`src/rtl/nmea_pkg.sv`:
```
// Shared constants, character codes and helpers for the sentence link.
// Assumes a single 100 MHz system clock on both ends of the link.
package nmea_pkg;
	localparam int unsigned CLK_HZ = 100_000_000;
	localparam int unsigned BAUD_BPS = 9600;
	localparam int unsigned BIT_CYC = CLK_HZ / BAUD_BPS;
	localparam int unsigned PULSE_MS = 50;
	localparam int unsigned REPORT_MS = 1000;
	localparam int unsigned PULSE_CYC = CLK_HZ / 1000 * PULSE_MS;
	localparam int unsigned REPORT_CYC = CLK_HZ / 1000 * REPORT_MS;
	localparam logic [3:0] FRAME_BITS = 4'ha;
	localparam int unsigned FIFO_DEPTH = 32;
	localparam int unsigned WORD_W = 9;
	localparam logic [7:0] CH_DOLLAR = 8'h24;
	localparam logic [7:0] CH_STAR = 8'h2a;
	localparam logic [7:0] CH_COMMA = 8'h2c;
	localparam logic [7:0] CH_CR = 8'h0d;
	localparam logic [7:0] CH_LF = 8'h0a;
	// Identifier text of the fix-data sentence
	localparam logic [39:0] ID_TEXT = 40'h4750474741;
	localparam logic [2:0] ID_LEN = 3'h5;
	localparam logic [3:0] FIX_NONE = 4'h0;
	localparam logic [3:0] FIX_SPS = 4'h1;
	localparam logic [3:0] FIX_DIFF = 4'h2;
	localparam logic [3:0] FIX_DR = 4'h6;
	localparam logic [3:0] FIX_POS = 4'h5;
	localparam logic [3:0] AGE_POS = 4'hc;
	localparam logic [3:0] LAST_POS = 4'hd;
	localparam logic [7:0] CMD_CHAR = 8'h50;
	localparam logic [7:0] BIN_CHAR = 8'h30;

	function automatic logic [7:0] hex_char(input logic [3:0] n);
		hex_char = (n < 4'ha) ? {4'h3, n} : 8'h37 + {4'h0, n};
	endfunction

	function automatic logic [3:0] hex_val(input logic [7:0] c);
		hex_val = (c < 8'h41) ? c[3:0] : c[3:0] + 4'h9;
	endfunction
endpackage

```
`src/rtl/nmea_link_if.sv`:
```
// Pins between the positioning module and its host.
// Assumes the testbench clocks both ends from one clk_sys.
`timescale 1ns/1ps
`default_nettype none
interface nmea_link_if;
	logic txd;
	logic rxd;
	logic led_out;
	logic led_oe;
	logic led_level;
	logic en;
	// Undriven indicator pin falls to its pull-down
	assign led_level = led_oe ? led_out : 1'b0;
	modport dev(output txd, output led_out, output led_oe, input rxd,
		input en);
	modport host(input txd, input led_level, output rxd, output en);
endinterface
`default_nettype wire

```
`src/rtl/nmea_dev.sv`:
```
// Device end: fix-data sentence framer, input sentence checker, indicator.
// Assumes the host end on the link interface and payload fields
// pushed one character per word, each field closed by a marker word.
//
// Functional notes
// - Fix held: 50 ms pulse each second
// - No fix: indicator low, no pulses
// - Sleep: indicator released, pull-down holds low
// - ASCII sentences selected after enable
// - Output on transmit, input on receive line
// - Sentence set repeats every second
// - Link is 9600 baud, 8N1
// - Dollar, identifier, payload, checksum, CR LF
// - Single comma between adjacent fields
// - Star then two hex XOR digits
// - Empty output field keeps its comma
// - Input sentence with empty field ignored
// - Host splits sentences, checks checksum first (host streams payload out before its checksum check)
// - Host appends correct checksum to input
// - One command switches ASCII and binary
// - Host prefers 38400 baud for binary (both ends stay at 9600 baud; no binary is sent)
// - Fix-data fields in documented order
// - Correction age empty without differential
// - Fix codes 0,1,2,6 only
// - Device runs only while enable high (FIFO still takes words and input checker still runs while low)
`timescale 1ns/1ps
`default_nettype none
module nmea_dev
	import nmea_pkg::*;
#(
	parameter int unsigned BIT_CYCLES = BIT_CYC,
	parameter int unsigned REPORT_CYCLES = REPORT_CYC,
	parameter int unsigned PULSE_CYCLES = PULSE_CYC
) (
	nmea_link_if.dev link,
	input wire logic clk_sys,
	input wire logic rst,
	input wire logic [3:0] fix_code,
	input wire logic sleep,
	input wire logic [8:0] pl_data,
	input wire logic pl_valid,
	output logic pl_ready,
	output logic proto_ascii,
	output logic cmd_seen
);
	typedef enum logic [3:0] {
		F_IDLE = 4'h0,
		F_DOL = 4'h1,
		F_ID = 4'h2,
		F_SEP = 4'h3,
		F_FIX = 4'h4,
		F_FLD = 4'h5,
		F_STAR = 4'h6,
		F_HI = 4'h7,
		F_LO = 4'h8,
		F_CR = 4'h9,
		F_LF = 4'ha
	} frame_t;

	logic [1:0] en_sync_r;
	logic en_s;
	logic [31:0] sec_cnt_r;
	logic sec_tick;
	logic pend_r;
	logic [31:0] led_cnt_r;
	logic led_r;
	logic [3:0] fix_now;
	logic fix_held;
	logic ascii_r;
	frame_t st_r;
	frame_t st_nxt;
	logic [3:0] fix_r;
	logic [3:0] fld_r;
	logic [2:0] idx_r;
	logic [39:0] id_r;
	logic [7:0] sum_r;
	logic [7:0] tx_byte;
	logic tx_want;
	logic tx_rdy;
	logic tx_go;
	logic sum_it;
	logic drop;
	logic [8:0] fw_data;
	logic fw_valid;
	logic fw_ready;
	logic [7:0] rb;
	logic rb_valid;
	logic in_r;
	logic star_r;
	logic [1:0] hex_n_r;
	logic comma_r;
	logic empty_r;
	logic first_n_r;
	logic [7:0] csum_r;
	logic [7:0] got_r;
	logic [7:0] first_r;
	logic [7:0] last_r;
	logic cmd_r;

	// ****************************************
	// Enable pin and one-second timebase
	// ****************************************
	always_ff @(posedge clk_sys or posedge rst) begin
		if (rst) begin
			en_sync_r <= 2'h0;
		end else begin
			en_sync_r <= {en_sync_r[0], link.en};
		end
	end
	assign en_s = en_sync_r[1];

	always_ff @(posedge clk_sys or posedge rst) begin
		if (rst) begin
			sec_cnt_r <= 32'h0;
		end else if (!en_s || sec_cnt_r == REPORT_CYCLES - 1) begin
			sec_cnt_r <= 32'h0;
		end else begin
			sec_cnt_r <= sec_cnt_r + 32'h1;
		end
	end
	assign sec_tick = en_s && (sec_cnt_r == REPORT_CYCLES - 1);

	// ****************************************
	// Fix indicator pin
	// ****************************************
	// Unsupported quality codes count as no fix
	assign fix_now = (fix_code == FIX_SPS || fix_code == FIX_DIFF ||
		fix_code == FIX_DR) ? fix_code : FIX_NONE;
	assign fix_held = en_s && (fix_now != FIX_NONE);

	always_ff @(posedge clk_sys or posedge rst) begin
		if (rst) begin
			led_r <= 1'b0;
			led_cnt_r <= 32'h0;
		end else if (!fix_held || sleep) begin
			led_r <= 1'b0;
			led_cnt_r <= 32'h0;
		end else if (sec_tick) begin
			led_r <= 1'b1;
			led_cnt_r <= 32'h0;
		end else if (led_r) begin
			if (led_cnt_r == PULSE_CYCLES - 1) begin
				led_r <= 1'b0;
			end
			led_cnt_r <= led_cnt_r + 32'h1;
		end
	end
	assign link.led_out = led_r;
	assign link.led_oe = !sleep;

	// ****************************************
	// Sentence framer
	// ****************************************
	sync_fifo #(
		.WIDTH(WORD_W),
		.DEPTH(FIFO_DEPTH)
	) u_fifo (
		.clk_sys(clk_sys),
		.rst(rst),
		.in_data(pl_data),
		.in_valid(pl_valid),
		.in_ready(pl_ready),
		.out_data(fw_data),
		.out_valid(fw_valid),
		.out_ready(fw_ready)
	);

	uart_tx #(
		.BIT_CYCLES(BIT_CYCLES)
	) u_tx (
		.clk_sys(clk_sys),
		.rst(rst),
		.data(tx_byte),
		.valid(tx_want),
		.ready(tx_rdy),
		.txd(link.txd)
	);

	assign drop = (fld_r == AGE_POS) && (fix_r != FIX_DIFF);
	assign tx_go = tx_want && tx_rdy;

	always_comb begin
		st_nxt = st_r;
		tx_byte = CH_DOLLAR;
		tx_want = 1'b0;
		sum_it = 1'b0;
		fw_ready = 1'b0;
		unique case (st_r)
			F_IDLE: begin
				if (pend_r && ascii_r) begin
					st_nxt = F_DOL;
				end
			end
			F_DOL: begin
				tx_want = 1'b1;
				st_nxt = tx_rdy ? F_ID : st_r;
			end
			F_ID: begin
				tx_byte = id_r[39:32];
				tx_want = 1'b1;
				sum_it = 1'b1;
				if (tx_rdy && idx_r == ID_LEN - 3'h1) begin
					st_nxt = F_SEP;
				end
			end
			F_SEP: begin
				tx_byte = CH_COMMA;
				tx_want = 1'b1;
				sum_it = 1'b1;
				if (tx_rdy) begin
					st_nxt = (fld_r == FIX_POS) ? F_FIX : F_FLD;
				end
			end
			F_FIX: begin
				tx_byte = hex_char(fix_r);
				tx_want = 1'b1;
				sum_it = 1'b1;
				st_nxt = tx_rdy ? F_SEP : st_r;
			end
			F_FLD: begin
				tx_byte = fw_data[7:0];
				sum_it = 1'b1;
				if (fw_data[8] || drop) begin
					fw_ready = fw_valid;
				end else begin
					tx_want = fw_valid;
					fw_ready = fw_valid && tx_rdy;
				end
				if (fw_valid && fw_data[8]) begin
					st_nxt = (fld_r == LAST_POS) ? F_STAR : F_SEP;
				end
			end
			F_STAR: begin
				tx_byte = CH_STAR;
				tx_want = 1'b1;
				st_nxt = tx_rdy ? F_HI : st_r;
			end
			F_HI: begin
				tx_byte = hex_char(sum_r[7:4]);
				tx_want = 1'b1;
				st_nxt = tx_rdy ? F_LO : st_r;
			end
			F_LO: begin
				tx_byte = hex_char(sum_r[3:0]);
				tx_want = 1'b1;
				st_nxt = tx_rdy ? F_CR : st_r;
			end
			F_CR: begin
				tx_byte = CH_CR;
				tx_want = 1'b1;
				st_nxt = tx_rdy ? F_LF : st_r;
			end
			F_LF: begin
				tx_byte = CH_LF;
				tx_want = 1'b1;
				st_nxt = tx_rdy ? F_IDLE : st_r;
			end
			default: begin
				st_nxt = F_IDLE;
			end
		endcase
	end

	// Dropping enable abandons a sentence half sent
	always_ff @(posedge clk_sys or posedge rst) begin
		if (rst) begin
			st_r <= F_IDLE;
		end else begin
			st_r <= en_s ? st_nxt : F_IDLE;
		end
	end

	// A tick in the cycle the request is taken wins
	always_ff @(posedge clk_sys or posedge rst) begin
		if (rst) begin
			pend_r <= 1'b0;
		end else if (sec_tick) begin
			pend_r <= 1'b1;
		end else if (st_r == F_IDLE && st_nxt == F_DOL) begin
			pend_r <= 1'b0;
		end
	end

	always_ff @(posedge clk_sys or posedge rst) begin
		if (rst) begin
			sum_r <= 8'h0;
			fld_r <= 4'h0;
			idx_r <= 3'h0;
			id_r <= ID_TEXT;
			fix_r <= FIX_NONE;
		end else if (st_r == F_DOL) begin
			sum_r <= 8'h0;
			fld_r <= 4'h0;
			idx_r <= 3'h0;
			id_r <= ID_TEXT;
			fix_r <= fix_now;
		end else begin
			if (tx_go && sum_it) begin
				sum_r <= sum_r ^ tx_byte;
			end
			if (tx_go && st_r == F_ID) begin
				id_r <= {id_r[31:0], 8'h0};
				idx_r <= idx_r + 3'h1;
			end
			if ((tx_go && st_r == F_FIX) ||
				(st_r == F_FLD && fw_valid && fw_data[8])) begin
				fld_r <= fld_r + 4'h1;
			end
		end
	end

	// ****************************************
	// Input sentence checker
	// ****************************************
	uart_rx #(
		.BIT_CYCLES(BIT_CYCLES)
	) u_rx (
		.clk_sys(clk_sys),
		.rst(rst),
		.rxd(link.rxd),
		.data(rb),
		.valid(rb_valid)
	);

	always_ff @(posedge clk_sys or posedge rst) begin
		if (rst) begin
			in_r <= 1'b0;
			star_r <= 1'b0;
			hex_n_r <= 2'h0;
			comma_r <= 1'b0;
			empty_r <= 1'b0;
			first_n_r <= 1'b0;
			csum_r <= 8'h0;
			got_r <= 8'h0;
			first_r <= 8'h0;
			last_r <= 8'h0;
		end else if (rb_valid) begin
			if (rb == CH_DOLLAR) begin
				in_r <= 1'b1;
				star_r <= 1'b0;
				hex_n_r <= 2'h0;
				comma_r <= 1'b1;
				empty_r <= 1'b0;
				first_n_r <= 1'b1;
				csum_r <= 8'h0;
			end else if (in_r && !star_r) begin
				if (rb == CH_STAR) begin
					star_r <= 1'b1;
					empty_r <= empty_r || comma_r;
				end else begin
					csum_r <= csum_r ^ rb;
					empty_r <= empty_r || (comma_r && rb == CH_COMMA);
					comma_r <= (rb == CH_COMMA);
					first_n_r <= 1'b0;
					if (first_n_r) begin
						first_r <= rb;
					end
					if (rb != CH_COMMA) begin
						last_r <= rb;
					end
				end
			end else if (in_r && hex_n_r != 2'h2) begin
				got_r <= {got_r[3:0], hex_val(rb)};
				hex_n_r <= hex_n_r + 2'h1;
			end else begin
				in_r <= 1'b0;
			end
		end
	end

	// Besides dropping enable, which forces ASCII, only a clean, complete command sentence changes protocol
	assign cmd_r = rb_valid && rb == CH_CR && in_r && star_r &&
		hex_n_r == 2'h2 && !empty_r && got_r == csum_r &&
		first_r == CMD_CHAR;

	always_ff @(posedge clk_sys or posedge rst) begin
		if (rst) begin
			ascii_r <= 1'b1;
			cmd_seen <= 1'b0;
		end else begin
			cmd_seen <= cmd_r;
			if (!en_s) begin
				ascii_r <= 1'b1;
			end else if (cmd_r) begin
				ascii_r <= (last_r != BIN_CHAR);
			end
		end
	end
	assign proto_ascii = ascii_r;
endmodule
`default_nettype wire

```
`src/rtl/serial_parts.sv`:
```
// 9-bit word FIFO for the device end, and 8N1 serial transmitter and receiver used by both ends.
// Assumes one clock; receiver input may come from a pin.
`timescale 1ns/1ps
`default_nettype none

module sync_fifo
	import nmea_pkg::*;
#(
	parameter int unsigned WIDTH = WORD_W,
	parameter int unsigned DEPTH = FIFO_DEPTH
) (
	input wire logic clk_sys,
	input wire logic rst,
	input wire logic [WIDTH-1:0] in_data,
	input wire logic in_valid,
	output logic in_ready,
	output logic [WIDTH-1:0] out_data,
	output logic out_valid,
	input wire logic out_ready
);
	localparam int unsigned AW = $clog2(DEPTH);
	logic [WIDTH-1:0] mem [DEPTH];
	logic [AW-1:0] wr_r;
	logic [AW-1:0] rd_r;
	logic [AW:0] cnt_r;
	logic push;
	logic pop;
	assign in_ready = (cnt_r != (AW+1)'(DEPTH));
	assign out_valid = (cnt_r != '0);
	assign out_data = mem[rd_r];
	assign push = in_valid && in_ready;
	assign pop = out_valid && out_ready;
	always_ff @(posedge clk_sys) begin
		if (push) begin
			mem[wr_r] <= in_data;
		end
	end
	always_ff @(posedge clk_sys or posedge rst) begin
		if (rst) begin
			wr_r <= '0;
			rd_r <= '0;
			cnt_r <= '0;
		end else begin
			wr_r <= wr_r + AW'(push);
			rd_r <= rd_r + AW'(pop);
			cnt_r <= cnt_r + (AW+1)'(push) - (AW+1)'(pop);
		end
	end
endmodule

module uart_tx
	import nmea_pkg::*;
#(
	parameter int unsigned BIT_CYCLES = BIT_CYC
) (
	input wire logic clk_sys,
	input wire logic rst,
	input wire logic [7:0] data,
	input wire logic valid,
	output logic ready,
	output logic txd
);
	logic [9:0] shift_r;
	logic [3:0] bits_r;
	logic [31:0] cnt_r;
	assign ready = (bits_r == 4'h0);
	assign txd = shift_r[0];
	always_ff @(posedge clk_sys or posedge rst) begin
		if (rst) begin
			shift_r <= 10'h3ff;
			bits_r <= 4'h0;
			cnt_r <= 32'h0;
		end else if (bits_r == 4'h0) begin
			if (valid) begin
				shift_r <= {1'b1, data, 1'b0};
				bits_r <= FRAME_BITS;
				cnt_r <= 32'h0;
			end
		end else if (cnt_r == BIT_CYCLES - 1) begin
			cnt_r <= 32'h0;
			shift_r <= {1'b1, shift_r[9:1]};
			bits_r <= bits_r - 4'h1;
		end else begin
			cnt_r <= cnt_r + 32'h1;
		end
	end
endmodule

module uart_rx
	import nmea_pkg::*;
#(
	parameter int unsigned BIT_CYCLES = BIT_CYC
) (
	input wire logic clk_sys,
	input wire logic rst,
	input wire logic rxd,
	output logic [7:0] data,
	output logic valid
);
	logic [1:0] sync_r;
	logic [7:0] shift_r;
	logic [3:0] bits_r;
	logic [31:0] cnt_r;
	always_ff @(posedge clk_sys or posedge rst) begin
		if (rst) begin
			sync_r <= 2'h3;
		end else begin
			sync_r <= {sync_r[0], rxd};
		end
	end
	// Sample mid-bit; a start bit gone high again is a glitch
	always_ff @(posedge clk_sys or posedge rst) begin
		if (rst) begin
			shift_r <= 8'h0;
			bits_r <= 4'h0;
			cnt_r <= 32'h0;
			data <= 8'h0;
			valid <= 1'b0;
		end else begin
			valid <= 1'b0;
			if (bits_r == 4'h0) begin
				if (!sync_r[1]) begin
					bits_r <= FRAME_BITS;
					cnt_r <= BIT_CYCLES / 2;
				end
			end else if (cnt_r == 32'h0) begin
				cnt_r <= BIT_CYCLES - 1;
				bits_r <= bits_r - 4'h1;
				if (bits_r == FRAME_BITS && sync_r[1]) begin
					bits_r <= 4'h0;
				end else if (bits_r == 4'h1) begin
					valid <= sync_r[1];
					data <= shift_r;
				end else begin
					shift_r <= {sync_r[1], shift_r[7:1]};
				end
			end else begin
				cnt_r <= cnt_r - 32'h1;
			end
		end
	end
endmodule
`default_nettype wire

```
`src/flat_wrapper.sv`:
```
// flat-port wrapper written by rule: the top's interface ports become plain ports
module nmea_dev_flat import nmea_pkg::*;
#(
	parameter int unsigned BIT_CYCLES = BIT_CYC,
	parameter int unsigned REPORT_CYCLES = REPORT_CYC,
	parameter int unsigned PULSE_CYCLES = PULSE_CYC
)
  (clk_sys, rst, fix_code, sleep, pl_data, pl_valid, pl_ready, proto_ascii, cmd_seen, link_txd, link_led_out, link_led_oe, link_rxd, link_en);
  nmea_link_if link_i ();
  input wire logic clk_sys;
  input wire logic rst;
  input wire logic [3:0] fix_code;
  input wire logic sleep;
  input wire logic [8:0] pl_data;
  input wire logic pl_valid;
  output logic pl_ready;
  output logic proto_ascii;
  output logic cmd_seen;
  output wire logic [$bits(link_i.txd)-1:0] link_txd;
  output wire logic [$bits(link_i.led_out)-1:0] link_led_out;
  output wire logic [$bits(link_i.led_oe)-1:0] link_led_oe;
  input wire logic [$bits(link_i.rxd)-1:0] link_rxd;
  input wire logic [$bits(link_i.en)-1:0] link_en;
  assign link_txd = link_i.txd;
  assign link_led_out = link_i.led_out;
  assign link_led_oe = link_i.led_oe;
  assign link_i.rxd = link_rxd;
  assign link_i.en = link_en;
  nmea_dev #(.BIT_CYCLES(BIT_CYCLES), .REPORT_CYCLES(REPORT_CYCLES), .PULSE_CYCLES(PULSE_CYCLES)) u_core (.link(link_i), .clk_sys(clk_sys), .rst(rst), .fix_code(fix_code), .sleep(sleep), .pl_data(pl_data), .pl_valid(pl_valid), .pl_ready(pl_ready), .proto_ascii(proto_ascii), .cmd_seen(cmd_seen));
endmodule
```
`config.mk`:
```
export PLATFORM = sky130hd
export DESIGN_NAME = nmea_dev_flat
export DESIGN_NICKNAME = d
export VERILOG_FILES = /design/src/rtl/nmea_pkg.sv /design/src/rtl/nmea_link_if.sv /design/src/rtl/nmea_dev.sv /design/src/rtl/serial_parts.sv /design/src/flat_wrapper.sv
export SDC_FILE = /design/constraint.sdc
export NUM_CORES = 1
export LEC_CHECK = 0
export ABC_AREA = 0
export BUFFER_PORTS_ARGS = -buffer_cell sky130_fd_sc_hd__buf_4
export CORE_AREA = 2 2 262 264
export CTS_CLUSTER_DIAMETER = 150
export DETAILED_ROUTE_END_ITERATION = 8
export DIE_AREA = 0 0 264 266
export SYNTH_ARGS = -nofsm -noshare
export SYNTH_HDL_FRONTEND = slang
export SYNTH_SLANG_ARGS = --single-unit
```
`constraint.sdc`:
```
create_clock -name clk_sys -period 17.3 [get_ports clk_sys]
set_input_delay 4.325 -clock clk_sys [delete_from_list [all_inputs] [get_ports clk_sys]]
set_output_delay 4.325 -clock clk_sys [all_outputs]
set_load 0.1 [all_outputs]
```
; ---- Word level (Yosys, flattened, before mapping)
; Memories as Yosys holds them, arrays and structs flattened.
; Index checks and enable logic that the tools add are counted.
[totals]
ram_bits = 288
wordCells = 265
memories = 1
regBits = 289
[classes]
order_cmp = 4
n_reduce_logical = 70
n_eq_ne = 41
n_mux = 89
bitwise = 8
n_addsub = 17
[memory_table]
columns = name, depth, width, rd, rd_ports_with_merged_regs, write_ports, line_no
row1 = u_core.u_fifo.mem, 32, 9, 1, 0, 1, serial_parts.sv:22  ; logic [WIDTH-1:0] mem [DEPTH];
[ops]
columns = cell, count
row1 = two-way mux 32 bit, 10
row2 = adder 32 x 1 -> 32 bit (second input constant), 3
row3 = two-way mux 4 bit, 23
row4 = two-way mux 40 bit, 2
row5 = one-hot mux 8 bit (9 select lines), 1
row6 = two-way mux 8 bit, 8
row7 = one-hot mux 4 bit (11 select lines), 1
row8 = two-way mux 1 bit, 34
row9 = equality test 32 x 14 -> 1 bit (second input constant), 1
row10 = equality test 32 x 23 -> 1 bit (second input constant), 1
row11 = equality test 32 x 27 -> 1 bit (second input constant), 1
row12 = logical NOT 32 bit, 1
row13 = subtractor 32 x 1 -> 32 bit (second input constant), 1
row14 = two-way mux 10 bit, 3
row15 = logical AND 1 bit, 27
row16 = equality test 4 x 3 -> 1 bit (second input constant), 6
row17 = equality test 4 bit (second input constant), 6
row18 = equality test 8 x 6 -> 1 bit (second input constant), 3
row19 = adder 6 x 4 -> 7 bit (first input constant), 3
row20 = nonzero test 2 bit, 9
row21 = equality test 4 x 1 -> 1 bit (second input constant), 4
row22 = inequality test 8 x 6 -> 1 bit (second input constant), 2
row23 = XOR 8 bit, 2
row24 = equality test 4 x 2 -> 1 bit (second input constant), 3
row25 = other kinds (35), 74

; ---- Longest topological paths before layout
[logic_depth]
word_depth = 10
depth_mapped = 17

; ---- Hierarchy
; From an unflattened synthesis, not the netlist that was laid out.
[hier_totals]
cells_unflattened = 1958
area_unflattened_um2 = 24965.2
[modules_own_cells]
columns = module, area_per_inst_um2, instances, seq_area_each_um2, cells_each
row1 = sync_fifo, 12011.5, 1, 9048.7, 593
row2 = nmea_dev, 7593.5, 1, 3563.4, 800
row3 = uart_rx, 2817.7, 1, 1378.8, 282
row4 = uart_tx, 2542.4, 1, 1137.3, 283

; ---- Worst setup path before layout
; OpenSTA, ideal clock, no wires.
[synth_timing]
path_type = input-to-output
from = input sleep
to = output link_led_oe
path_buffers = 0
t_required_ns = 12.975
arrival_ns = 4.902
path_stages = 1
slack_ns = 8.073
path_cell_list = inv_1
[synth_via]
elab_chain_cells = 1
[synth_rtl]
columns = item, line_no
row1 = "start, declared", flat_wrapper.sv:13  ; input wire logic sleep;
row2 = logical NOT 1 bit, nmea_dev.sv:149  ; assign link.led_oe = !sleep;
row3 = "end, declared", flat_wrapper.sv:21  ; output wire logic [$bits(link_i.led_oe)-1:0] link_led_oe;
; Every way passes these cells.

; ---- Worst setup path after layout
; Ends and elaborated chain as after synthesis.

==> results.md <==
- Status: complete, no violations
- Initial antenna violation count: 0
- Worst Hold Launch: u_core.u_rx.sync_r[0]
- RSZ-0062 raised after global routing: false
- Worst Path Buf+Inv: 3
- IO Port Bufs: 24
- Initial Utilization: between 30 and 40%
- Core area: just under 70000 µm²
- Fmax: approximately 110 MHz
- Largest net degree at the start of global routing: 140
- Main synth FF type: edfxtp_1
- Main combinational cell family by area after synthesis: simple AND/OR/NAND/NOR gates
- Hold Crit Class: register to register
- Mapped cell area: approximately 25000 µm²
- Total negative slack: 0 ps
- Mux cell area share after synthesis: 8.28%
- Crit Path Max Fanout: 2
- Worst r2r path cells: 14
- Slew @ Worst Pin: 1140 ps
- Largest delay share family, worst path: buffers and inverters
- GRT Overall Usage: ~16%
- Final Wtd Congestion: 0.849
- Worst Hold Path EP: u_core.u_rx.sync_r[1]
- CTS Buffer Depth: 3
- Via count: about 16000
- Drc violations: 0
- Post-layout min period: approximately 9100 ps
- FF-to-FF setup slack: ~13000 ps
- Clk sinks: 546
- Final #Nets: 2053
- Fin crit share: between 50% and 60%
- Cell mode on critical path: buf_4
- Layout area overhead: 11.7%
- Largest stage delay on the critical path: ~280 ps
- Final hold viol count: 0
- Ys async rst share: ~47%
- Slew headroom: around a quarter
- Vias in the first global route: 15700
- Clk slew on worst S/H paths: roughly 70 ps
- Die Area: 70200 µm²
- Crit path max-delay cell type: buf_4
- Worst reg2reg path startpoint: u_core.u_fifo.rd_r[0]
- Post-Synth XOR/XNOR Area: 3.18%
- Cell Pwr Density: around 110 nW/µm²
- Synth Area in Adders: 1.95%
- Reg2reg end: u_core.u_fifo.cnt_r[5]
- EDFF count, synth: around 290
- Simple-gate share of the synthesized area: between 10% and 20%
- Clk_skew: between 30 and 40 ps
- Clk Latency, worst-skew pair: around 630 ps
- Sequential fraction of the synthesis area: about three fifths
- Pleak: 10.1 nW
- Arrival time worst endpoint: ~4800 ps
- Slew Limit Fails: 0
- DRT antenna net count: 0
- Row cnt: 96
- Synth cell types: about 90
- Final wirelength: 56000 µm
- Chip width: around 260 µm
- Total gr overflow: 0
- Startpoint Class: input pin
- WP data required: ~13000 ps
- Hold Path Stages: 0
- Synth Area in Compound Gates: between 10% and 20%
- Gate Count Post-Synth: about 2000
- # Max-Cap Violations: 0
- Final setup vio count: 0
- Mapped Nets: just over 2000
- Share of post-route cells with drive strength above 1: roughly an eighth
- Ys Warns: 0
- H-tree depth: 2
- Synth Area per Inst: 12.4 µm²
- Router iterations before antenna repair: 9
- Detail Placement HPWL: roughly 36000 µm
- Critical path cell sequence: buf_4 -> inv_1 -> buf_4
- Ant. Diodes: 0
- Wire per inst: ~19 µm
- FF+latch count, synth: approximately 550
- Final Power: 2.92 mW
- Setup bufs post-CTS: 0
- Via density: 5.49
- Hold Buf Count CTS: 0
- Setup CP Type: input pin to primary output
- CP Capture Type: primary output
- Global-route wire length before repair: between 80000 and 90000 µm
- Die Ht: between 200 and 300 µm
- CTS tree: built
- VDD IR max: about 0.078 mV
- Num CTS Buffers: 57
- Clk root buf: clkbuf_16
- # IOs: 25
- Cts repair resizes: 0
- 1st-iter DRT viols: between 1000 and 1500
layer usage:
layer  share of wire, %  wire [µm]  track usage, %
met5                  0          0               0
met3                6.3       3550            3.25
met1                 45      25100            21.7
met4                2.7       1540            5.08
met2                 46      25800            25.0
stage by stage:
step	cells	utilization [%]	instance area (µm²)	setup WS, ps	hold slack [ps]
after floorplan	1992	-	24800	5910	331
after global placement	2819	37.9	25700	8190	349
after detailed placement	2819	37.9	25700	8210	350
after CTS	2926	40.8	27700	8200	370
after global routing	2926	40.8	27700	8190	369
final	2926	40.8	27700	8210	361
where the power goes:
| group | internal (mW) | switching [mW] |
|---|---|---|
| registers | 1.43 | 0.0377 |
| clock network | 0.749 | 0.531 |
| logic | 0.0527 | 0.115 |
cell usage after synthesis (9+ instances only):
| master | number | area, µm² |
|---|---|---|
| a211oi_1 | 9 | 67.6 |
| a21o_1 | 9 | 67.6 |
| a21oi_1 | 73 | 365 |
| a22o_1 | 14 | 123 |
| a22oi_1 | 13 | 97.6 |
| a31oi_1 | 30 | 188 |
| and2_1 | 13 | 81.3 |
| and3_1 | 29 | 181 |
| and4_1 | 11 | 96.3 |
| buf_2 | 16 | 80.1 |
| clkbuf_1 | 57 | 214 |
| dfrtp_1 | 239 | 5980 |
| dfstp_2 | 19 | 499 |
| edfxtp_1 | 288 | 8650 |
| ha_1 | 37 | 463 |
| inv_1 | 55 | 206 |
| mux2_2 | 34 | 383 |
| mux2i_1 | 59 | 591 |
| mux4_2 | 39 | 878 |
| nand2_1 | 171 | 642 |
| nand2b_1 | 10 | 62.6 |
| nand3_1 | 56 | 280 |
| nand4_1 | 41 | 257 |
| nor2_1 | 184 | 691 |
| nor2b_1 | 10 | 62.6 |
| nor3_1 | 39 | 195 |
| nor4_1 | 23 | 144 |
| o21ai_0 | 129 | 646 |
| o221ai_1 | 9 | 78.8 |
| o22a_1 | 11 | 96.3 |
| o31ai_1 | 17 | 128 |
| or3_1 | 17 | 106 |
| xnor2_1 | 34 | 298 |
| xor2_1 | 56 | 490 |
cell families after synthesis:
| logic type | after synthesis |
|---|---|
| compound gates | 385 |
| xor+xnor | 90 |
| fa+ha+maj | 38 |
| buf+inv | 147 |
| flops | 546 |
| mux | 140 |
| simple gates | 646 |
placed cells by master (no fill, tap or decap), types with 19 or more instances in the layout:
cell type	netlist	layout
a21oi_1	73	73
nand4_1	41	41
dfstp_2	19	19
xnor2_1	34	34
nand2_1	171	171
xor2_1	56	56
nor2_1	184	183
a31oi_1	30	30
ha_1	37	37
nor3_1	39	39
nor4_1	23	23
inv_1	55	54
buf_4	7	37
o21ai_0	129	129
mux4_2	39	39
mux2_2	34	34
nand3_1	56	56
dfrtp_1	239	237
and3_1	29	29
clkbuf_16	0	57
edfxtp_1	288	288
mux2i_1	59	59
state kept, by name, summed over array words and instances (netlist names), 6 cells and up:
name	count
u_core.u_fifo.cnt_r	6
u_core.u_rx.cnt_r	32
u_core.led_cnt_r	32
u_core.first_r	8
u_core.u_rx.data	8
u_core.id_r	10
u_core.u_tx.shift_r	9
u_core.got_r	8
u_core.sec_cnt_r	32
u_core.u_rx.shift_r	8
u_core.csum_r	8
u_core.u_fifo.mem	288
u_core.sum_r	8
u_core.u_tx.cnt_r	32
u_core.last_r	8
worst max path at each step:
stage                                  to  depth (start not counted)  start
after floorplan           u_core.cmd_seen                          1    rst
after global placement        link_led_oe                          3  sleep
after detailed placement      link_led_oe                          3  sleep
after CTS                     link_led_oe                          3  sleep
after global routing          link_led_oe                          3  sleep
final                         link_led_oe                          3  sleep
final cells by class:
cell class | instances | area [µm²]
Inverter | 55 | 214
Sequential cell | 546 | 15100
Clock buffer | 72 | 1520
Fill cell | 6353 | 40100
Multi-Input combinational cell | 1299 | 8970
Timing Repair Buffer | 37 | 278
Tap cell | 882 | 1100
Clock inverter | 35 | 447
Power figures use the tool's default switching activity.
